<file path="config.mk">
export PLATFORM = sky130hd
export DESIGN_NAME = bglue_top
export DESIGN_NICKNAME = d
export VERILOG_FILES = /design/src/bglue_pkg.sv /design/src/bglue_top.sv /design/src/bglue_sync.sv /design/src/bglue_rst.sv
export SDC_FILE = /design/constraint.sdc
export NUM_CORES = 1
export LEC_CHECK = 0
export BUFFER_PORTS_ARGS = -buffer_cell sky130_fd_sc_hd__buf_2
export CAP_MARGIN = 5
export CORE_MARGIN = 1
export CORE_UTILIZATION = 51
export DETAILED_ROUTE_END_ITERATION = 10
export PLACE_DENSITY = 0.77
export SYNTH_ARGS = -nofsm -noshare
export SYNTH_HDL_FRONTEND = slang
export SYNTH_SLANG_ARGS = --single-unit
</file>
<file path="constraint.sdc">
create_clock -name clk_i -period 3.5 [get_ports clk_i]
set_input_delay 0.875 -clock clk_i [delete_from_list [all_inputs] [get_ports clk_i]]
set_output_delay 0.875 -clock clk_i [all_outputs]
set_load 0.02 [all_outputs]
</file>
<file path="src/bglue_pkg.sv">
// Package of register offsets, field positions and reset values for the board glue block.
package bglue_pkg;

  localparam logic [31:0] BGLUE_WINDOW_BASE  = 32'h9008_0000;
  localparam int          BGLUE_ADDR_W       = 22;
  localparam int          BGLUE_SEL_BIT      = 21;
  localparam logic [2:0]  BGLUE_OFS_USER     = 3'h0;
  localparam logic [2:0]  BGLUE_OFS_CARD     = 3'h1;
  localparam logic [2:0]  BGLUE_OFS_REV      = 3'h4;
  localparam logic [2:0]  BGLUE_OFS_MISC     = 3'h6;
  localparam int          BGLUE_CARD_PRES    = 7;
  localparam int          BGLUE_CARD_RST     = 3;
  localparam int          BGLUE_MISC_PAGE    = 2;
  localparam logic [3:0]  BGLUE_LAMP_RST     = 4'h0;
  localparam logic [1:0]  BGLUE_CTRL_RST     = 2'h0;
  localparam logic        BGLUE_HOLD_RST     = 1'b0;
  localparam logic [7:0]  BGLUE_MISC_RST     = 8'h00;
  localparam logic [7:0]  BGLUE_UNMAPPED     = 8'h00;

  typedef enum logic [1:0] {
    BGLUE_IDLE,
    BGLUE_WRITE,
    BGLUE_HOLD
  } bglue_bus_state_type;

endpackage : bglue_pkg

</file>
<file path="src/bglue_top.sv">
// Board glue register bank: four byte registers on the host memory bus plus glue logic.
// Functional notes
// - The register window sits at byte 0x90080000 in the second chip-enable space.
// - Registers are 8 bits wide at offsets 0, 1, 4 and 6 of the window.
// - The top host address bit selects the registers (1) or the flash in the lower half (0).
// - User register bits 7 to 4 read the DIP switches, 1 for off and 0 for on.
// - User register bits 3 to 0 are read/write lamp controls, 1 lights, reset 0.
// - Card register bit 7 reads 1 with a card present and bits 6 and 2 read 0.
// - Card register bits 5 and 4 read the live card status inputs.
// - Card register bits 1 and 0 drive the card control outputs and reset low.
// - The card reset output is held low during the host processor reset and releases three clocks after it.
// - Card register bit 3 holds the card in reset when 1 and powers up 0.
// - The revision register is read-only with logic revision, a zero and board revision.
// - Each serial port goes to the codec when its route bit is 0, else to the connector.
// - Both route bits power up 0 so both ports start on the codec.
// - Misc bit 2 resets 0 and drives the flash address line A19 continuously.
// - Misc bits 7 to 3 are spare read/write storage reset to 0.
// - The push button and supply supervisor resets merge into one board reset.
module bglue_top #(
  parameter logic [3:0] LOGIC_REVISION = 4'h1, // Arbitrary value.
  parameter logic [2:0] BOARD_REVISION = 3'h1  // Arbitrary value.
) (
  // Clock and reset
  input  wire logic                               clk_i,
  input  wire logic                               rst_n_i,
  // Host memory bus, asynchronous mode, active-low strobes
  input  wire logic [bglue_pkg::BGLUE_ADDR_W-1:0] host_addr_i,
  input  wire logic                               host_ce_n_i,
  input  wire logic                               host_re_n_i,
  input  wire logic                               host_we_n_i,
  input  wire logic [7:0]                         host_wdata_i,
  output logic      [7:0]                         host_rdata_o,
  output logic                                    host_rdata_oe_o,
  // Flash selects
  output logic                                    flash_ce_n_o,
  output logic                                    flash_a19_o,
  // User switches and lamps
  input  wire logic [3:0]                         dip_switch_i,
  output logic      [3:0]                         lamp_o,
  // Daughter card
  input  wire logic                               card_present_n_i,
  input  wire logic [1:0]                         card_status_i,
  output logic      [1:0]                         card_control_o,
  output logic                                    card_reset_out_n_o,
  // Serial port routing
  output logic                                    audio_ctrl_port_route_o,
  output logic                                    audio_data_port_route_o,
  // Reset glue
  input  wire logic                               button_rst_n_i,
  input  wire logic                               supply_ok_n_i,
  output logic                                    board_rst_n_o
);

  import bglue_pkg::*;

  ////////////////////////////////////////////////////////////////////////////
  // Reset merge and pin synchronisers.

  logic       rst_n;
  logic       board_rst_n;
  logic [BGLUE_ADDR_W+2:0] bus_s;
  logic [7:0] pin_s;

  bglue_rst u_rst (
    .clk_i          (clk_i),
    .rst_n_i        (rst_n_i),
    .button_rst_n_i (button_rst_n_i),
    .supply_ok_n_i  (supply_ok_n_i),
    .local_rst_n_o  (rst_n),
    .board_rst_n_o  (board_rst_n)
  );

  bglue_sync #(.WIDTH(BGLUE_ADDR_W + 3)) u_bus_sync (
    .clk_i   (clk_i),
    .rst_n_i (rst_n),
    .d_i     ({~host_ce_n_i, ~host_re_n_i, ~host_we_n_i, host_addr_i}),
    .q_o     (bus_s)
  );

  bglue_sync #(.WIDTH(8)) u_pin_sync (
    .clk_i   (clk_i),
    .rst_n_i (rst_n),
    .d_i     ({~card_present_n_i, card_status_i, dip_switch_i, 1'b0}),
    .q_o     (pin_s)
  );

  ////////////////////////////////////////////////////////////////////////////
  // Bus decode.

  logic                    ce_s;
  logic                    re_s;
  logic                    we_s;
  logic [BGLUE_ADDR_W-1:0] addr_s;
  logic                    reg_sel;
  logic [2:0]              ofs;
  logic [7:0]              wdata_q;

  assign ce_s    = bus_s[BGLUE_ADDR_W+2];
  assign re_s    = bus_s[BGLUE_ADDR_W+1];
  assign we_s    = bus_s[BGLUE_ADDR_W];
  assign addr_s  = bus_s[BGLUE_ADDR_W-1:0];
  assign reg_sel = ce_s & addr_s[BGLUE_SEL_BIT];
  assign ofs     = addr_s[2:0];

  // Write data passes two flops like the strobes, so it has settled before the write acts.
  bglue_sync #(.WIDTH(8)) u_data_sync (
    .clk_i   (clk_i),
    .rst_n_i (rst_n),
    .d_i     (host_wdata_i),
    .q_o     (wdata_q)
  );

  ////////////////////////////////////////////////////////////////////////////
  // Write strobe state: one register update per host write strobe.

  bglue_bus_state_type state_q;
  bglue_bus_state_type state_d;
  logic                wr_fire;

  always_comb begin
    state_d = state_q;
    wr_fire = 1'b0;
    unique case (state_q)
      BGLUE_IDLE: begin
        if (reg_sel && we_s) begin
          state_d = BGLUE_WRITE;
        end
      end
      BGLUE_WRITE: begin
        wr_fire = 1'b1;
        state_d = BGLUE_HOLD;
      end
      BGLUE_HOLD: begin
        if (!we_s) begin
          state_d = BGLUE_IDLE;
        end
      end
      default: begin
        state_d = BGLUE_IDLE;
      end
    endcase
  end

  always_ff @(posedge clk_i or negedge rst_n) begin
    if (!rst_n) begin
      state_q <= BGLUE_IDLE;
    end else begin
      state_q <= state_d;
    end
  end

  ////////////////////////////////////////////////////////////////////////////
  // Register state.

  logic [3:0] lamp_q;
  logic [3:0] lamp_d;
  logic [1:0] ctrl_q;
  logic [1:0] ctrl_d;
  logic       hold_q;
  logic       hold_d;
  logic [7:0] misc_q;
  logic [7:0] misc_d;

  always_comb begin
    lamp_d = lamp_q;
    ctrl_d = ctrl_q;
    hold_d = hold_q;
    misc_d = misc_q;
    if (wr_fire) begin
      unique case (ofs)
        BGLUE_OFS_USER: lamp_d = wdata_q[3:0];
        BGLUE_OFS_CARD: begin
          ctrl_d = wdata_q[1:0];
          hold_d = wdata_q[BGLUE_CARD_RST];
        end
        BGLUE_OFS_MISC: misc_d = wdata_q;
        default: begin
        end
      endcase
    end
  end

  always_ff @(posedge clk_i or negedge rst_n) begin
    if (!rst_n) begin
      lamp_q <= BGLUE_LAMP_RST;
      ctrl_q <= BGLUE_CTRL_RST;
      hold_q <= BGLUE_HOLD_RST;
      misc_q <= BGLUE_MISC_RST;
    end else begin
      lamp_q <= lamp_d;
      ctrl_q <= ctrl_d;
      hold_q <= hold_d;
      misc_q <= misc_d;
    end
  end

  ////////////////////////////////////////////////////////////////////////////
  // Read mux and registered outputs.

  logic [7:0] user_rd;
  logic [7:0] card_rd;
  logic [7:0] rev_rd;
  logic [7:0] rdata_d;
  logic [7:0] rdata_q;
  logic       roe_d;
  logic       roe_q;
  logic       flash_ce_n_d;
  logic       flash_ce_n_q;
  logic [7:0] out_d;
  logic [7:0] out_q;
  logic       card_rst_n_d;
  logic       card_rst_n_q;
  logic       board_rst_d;
  logic       board_rst_q;

  // Fixed zero bits live only in these read words, so no write can ever set them.
  assign user_rd = {pin_s[4:1], lamp_q};
  assign card_rd = {pin_s[7], 1'b0, pin_s[6:5], hold_q, 1'b0, ctrl_q};
  assign rev_rd  = {LOGIC_REVISION, 1'b0, BOARD_REVISION};

  // Read word and enable come from one synchronised address sample, so they always agree.
  always_comb begin
    roe_d        = reg_sel & re_s;
    flash_ce_n_d = ~(ce_s & ~addr_s[BGLUE_SEL_BIT]);
    out_d        = {lamp_q, ctrl_q, misc_q[1:0]};
    card_rst_n_d = ~hold_q;
    board_rst_d  = board_rst_n;
    unique case (ofs)
      BGLUE_OFS_USER: rdata_d = user_rd;
      BGLUE_OFS_CARD: rdata_d = card_rd;
      BGLUE_OFS_REV:  rdata_d = rev_rd;
      BGLUE_OFS_MISC: rdata_d = misc_q;
      default:        rdata_d = BGLUE_UNMAPPED;
    endcase
  end

  // Reads have no side effect, so a read may be sampled as often as it likes.
  always_ff @(posedge clk_i or negedge rst_n) begin
    if (!rst_n) begin
      rdata_q      <= 8'h00;
      roe_q        <= 1'b0;
      flash_ce_n_q <= 1'b1;
      out_q        <= 8'h00;
      card_rst_n_q <= 1'b0;
      board_rst_q  <= 1'b0;
    end else begin
      rdata_q      <= rdata_d;
      roe_q        <= roe_d;
      flash_ce_n_q <= flash_ce_n_d;
      out_q        <= out_d;
      card_rst_n_q <= card_rst_n_d;
      board_rst_q  <= board_rst_d;
    end
  end

  // The flash page bit bypasses the output stage so it tracks the register directly.
  assign flash_a19_o             = misc_q[BGLUE_MISC_PAGE];
  assign host_rdata_o            = rdata_q;
  assign host_rdata_oe_o         = roe_q;
  assign flash_ce_n_o            = flash_ce_n_q;
  assign lamp_o                  = out_q[7:4];
  assign card_control_o          = out_q[3:2];
  assign audio_data_port_route_o = out_q[1];
  assign audio_ctrl_port_route_o = out_q[0];
  assign card_reset_out_n_o      = card_rst_n_q;
  assign board_rst_n_o           = board_rst_q;

endmodule : bglue_top

</file>
<file path="src/bglue_sync.sv">
// Two-stage synchroniser for a vector of asynchronous pin inputs.
module bglue_sync #(
  parameter int WIDTH = 1
) (
  // Clock and reset
  input  wire logic             clk_i,
  input  wire logic             rst_n_i,
  // Data
  input  wire logic [WIDTH-1:0] d_i,
  output logic      [WIDTH-1:0] q_o
);

  logic [WIDTH-1:0] meta_q;
  logic [WIDTH-1:0] sync_q;

  always_ff @(posedge clk_i or negedge rst_n_i) begin
    if (!rst_n_i) begin
      meta_q <= '0;
      sync_q <= '0;
    end else begin
      meta_q <= d_i;
      sync_q <= meta_q;
    end
  end

  assign q_o = sync_q;

endmodule : bglue_sync

</file>
<file path="src/bglue_rst.sv">
// Reset merge and release stage for the board glue block.
module bglue_rst (
  // Clock and raw resets
  input  wire logic clk_i,
  input  wire logic rst_n_i,
  input  wire logic button_rst_n_i,
  input  wire logic supply_ok_n_i,
  // Merged resets
  output logic      local_rst_n_o,
  output logic      board_rst_n_o
);

  logic [1:0] local_q;
  logic [1:0] board_q;
  logic       board_src_n;

  // The host reset, the push button or an unhealthy supply forces the board reset.
  assign board_src_n = rst_n_i & button_rst_n_i & ~supply_ok_n_i;

  always_ff @(posedge clk_i or negedge rst_n_i) begin
    if (!rst_n_i) begin
      local_q <= 2'h0;
    end else begin
      local_q <= {local_q[0], 1'b1};
    end
  end

  // Assertion is immediate, release passes two flops to stay glitch free.
  always_ff @(posedge clk_i or negedge board_src_n) begin
    if (!board_src_n) begin
      board_q <= 2'h0;
    end else begin
      board_q <= {board_q[0], 1'b1};
    end
  end

  assign local_rst_n_o = local_q[1];
  assign board_rst_n_o = board_q[1];

endmodule : bglue_rst

</file>
==> flow_metrics.py <==
metrics = {
    "floorplan": {
        "io_pins": 65,
        "core_mm2": 0.00479,
        "dieArea_mm2": 0.00536,
        "start_util_pct": 54.0,
        "placementRows": 25,
        "die_y_um": 73.2,
        "die_w_um": 73.2,
    },
    "yosys": {
        "synth_ff_type": "dfrtp_1",
        "synthXorXnorAreaFrac_pct": 0,
        "ys_types": 21,
        "synth_area_mm2": 0.00259,
        "synth-seq-cells": 85,
        "yosys.area.top_type": "dfrtp_1",
        "ys_warn_count": 0,
        "ys_seq_area_share_pct": 82.3,
        "yosysTopAreaCellShare_pct": 81.3,
        "synthTopCellsByCount": "dfrtp_1, mux2_2, nand2_1",
        "postSynthCellCount": 147,
        "muxShareOfSynthArea_pct": 6.53,
        "netlist_top_cells_area": "dfrtp_1, mux2_2, a22oi_1",
        "yosysMostFrequentCell": "dfrtp_1",
        "syn_area_per_cell_um2": 17.6,
        "synth_compound_area_share_pct": 3.58,
        "synthArstFlopShare_pct": 100,
        "synth-edff-count": 0,
        "yosys.area_share.simple_pct": 6.10,
        "synth_top_family_by_area": "multiplexers",
        "synthAdderAreaFrac_pct": 0,
    },
    "routing": {
        "finalWirelength_um": 3470,
        "avgViaCountPerCell": 4.56,
        "vias": 1249,
        "drtAntennaViolNets": 0,
        "drc": 0,
        "wl_per_cell_um": 12.7,
        "first_pass_iters": 4,
        "drt-initial-drc-count": 53,
    },
    "cts": {
        "tritoncts": "done",
        "htreeDepth": 3,
        "cts_hold_buf": 0,
        "clk_pin_slew_ns": 0.07,
        "cts_setup_buffers": 0,
        "cts_buffers": 9,
        "cts_resized": 0,
        "clk_latency_ns": 0.34,
        "cts_sinks": 85,
        "cts_root_buffer": "clkbuf_8",
        "clk_path_buf_depth": 2,
    },
    "global_route": {
        "grt_pass1_vias": 1259,
        "grt_first_pass_wirelength_um": 5910,
        "grt_antenna_before_repair": 0,
        "track_usage_pct": 15.7,
        "grt_start_max_net_pins": 82,
        "grt-ovfl-total": 0,
    },
    "power_and_ir_drop": {
        "clkPwrFrac_pct": 32.2,
        "combPwrFrac_pct": 7.4,
        "p_leak_nw": 1.55,
        "switchingPower_mw": 0.420,
        "pwr-share-seq_pct": 60.3,
        "p_per_area_mw_per_mm2": 608,
        "max-vdd-ir-drop_uv": 473,
        "internal-power_mw": 1.45,
        "finalPower_mw": 1.87,
        "swShare_pct": 22.5,
    },
    "setup_path": {
        "cpLargestDelayFamily": "flip-flops",
        "path_cells": "buf_2",
        "worst-path-buf-inv": 1,
        "cpMaxStageDelayCell": "dfstp_2",
        "critPathMaxStageDelay_ns": 0.51,
        "worstSetupPathType": "flop to output port",
        "r2r_slack_ns": 1.86,
        "worstRegToRegCells": 3,
        "r2r_end": "lamp_q[1]",
        "cp-start-kind": "flop",
        "r2r-start": "u_bus_sync.q_o[2]",
        "required_ns": 2.62,
        "path_max_fanout": 1,
        "critPathCaptureType": "output port",
        "critical_path_arrival_ns": 1.00,
    },
    "timing": {
        "rsz0062_at_grt": "false",
        "setup_viol": 0,
        "finClkSkew_ns": 0.00720,
        "period_share_pct": 53.5,
        "finalHoldViolations": 0,
        "fin_tns_setup_ns": 0,
        "finalMaxSlewViolations": 0,
        "worst_slew_pin_slew_ns": 0.964,
        "fmax_mhz": 534,
        "fin_crit_ns": 1.87,
        "relSlewSlack_pct": 35.7,
    },
    "min_path": {
        "worst_hold_path_type": "input port to async pin",
    },
    "status": {
        "outcome": "finished clean",
    },
    "finish": {
        "drive_gt1_share_pct": 39.1,
        "nets": 247,
        "areaGrowthSynthToFinish_pct": 18.7,
        "diodes": 0,
        "fill_cells": 350,
    },
    "job": {
        "maxCapViolCount": 0,
    },
    "placed_design": {
        "io_buffers": 46,
        "dp_hpwl_um": 2180,
        "gp_congestion": 0.689,
    },
}
layout make-up:
| type | instances | area, µm² | share of cell area [%] |
|---|---|---|---|
| timing repair buffer | 46 | 230 | 7.50 |
| clock inverter | 1 | 5.00 | 0.163 |
| multi-input combinational | 56 | 427 | 13.9 |
| sequential | 85 | 2130 | 69.5 |
| inverter | 5 | 18.8 | 0.611 |
| clock buffer | 14 | 173 | 5.63 |
| tap | 67 | 83.8 | 2.73 |
registers in the layout, indices dropped and copies added, names as in the netlist, 2 cells and up:
name and flops:
misc_q 8, u_bus_sync.meta_q 7, u_rst.board_q 2, host_rdata_o 8, ctrl_q 2, u_bus_sync.q_o 7, u_pin_sync.meta_q 7, u_rst.local_q 2
u_pin_sync.q_o 7, u_data_sync.meta_q 8, lamp_q 4, u_data_sync.q_o 8, out_q 8, state_q 2
cell usage in the layout (no fill, tap or decap):
| master | n |
|---|---|
| mux2_2 | 15 |
| a2bb2oi_1 | 2 |
| clkinv_2 | 1 |
| clkbuf_1 | 2 |
| o21ai_0 | 6 |
| nand3b_1 | 1 |
| inv_1 | 5 |
| nand3b_2 | 1 |
| nand3b_4 | 1 |
| conb_1 | 2 |
| nand2b_1 | 2 |
| dfrtp_1 | 83 |
| and3_1 | 1 |
| and2_2 | 1 |
| and2b_2 | 1 |
| dfrtp_4 | 1 |
| nor3b_4 | 1 |
| buf_2 | 46 |
| nand4b_1 | 1 |
| nand2_1 | 8 |
| clkbuf_8 | 12 |
| a22oi_1 | 6 |
| dfstp_2 | 1 |
| nor2_1 | 7 |
worst max path at each step:
stage | startpoint | end | cells after the start
4_1_cts | flash_ce_n_o | flash_ce_n_o | 1
2_1_floorplan | u_rst.local_q[1] | board_rst_n_o | 0
6_report | flash_ce_n_o | flash_ce_n_o | 1
5_1_grt | flash_ce_n_o | flash_ce_n_o | 1
3_5_place_dp | u_bus_sync.q_o[2] | lamp_q[2] | 3
3_3_place_gp | u_bus_sync.q_o[2] | lamp_q[2] | 3
cell families after synthesis:
| group | after synthesis |
|---|---|
| flops | 85 |
| simple gates | 25 |
| mux | 15 |
| compound gates | 14 |
| buf+inv | 7 |
| other cells | 1 |
routing by layer:
metal	GRT usage (%)	vias to the layer above	wire length, µm
met3	5.52	8	165
met5	0	-	0
met1	20.3	613	1480
li1	-	594	-
met4	8.28	0	57
met2	23.7	34	1760
power by group through the flow:
stage | clock network (mW) | logic (mW) | registers (mW)
2_1_floorplan | 0 | 0.0527 | 1.17
3_3_place_gp | 0 | 0.135 | 1.14
3_5_place_dp | 0 | 0.139 | 1.15
4_1_cts | 0.622 | 0.140 | 1.13
5_1_grt | 0.667 | 0.151 | 1.14
6_report | 0.602 | 0.139 | 1.13
metrics by stage:
step                hold slack (ns)  setup WS, ns  cell area, µm²  util [%]  std cells
finish                        0.322          1.63            3070      64.1        274
global route                  0.305          1.60            3070      64.1        274
global placement              0.331          1.90            2890      60.4        259
CTS                           0.311          1.62            3070      64.1        274
detailed placement            0.335          1.90            2890      60.4        259
floorplan                     0.331          1.02            2590         -        148
Power figures use the tool's default switching activity.
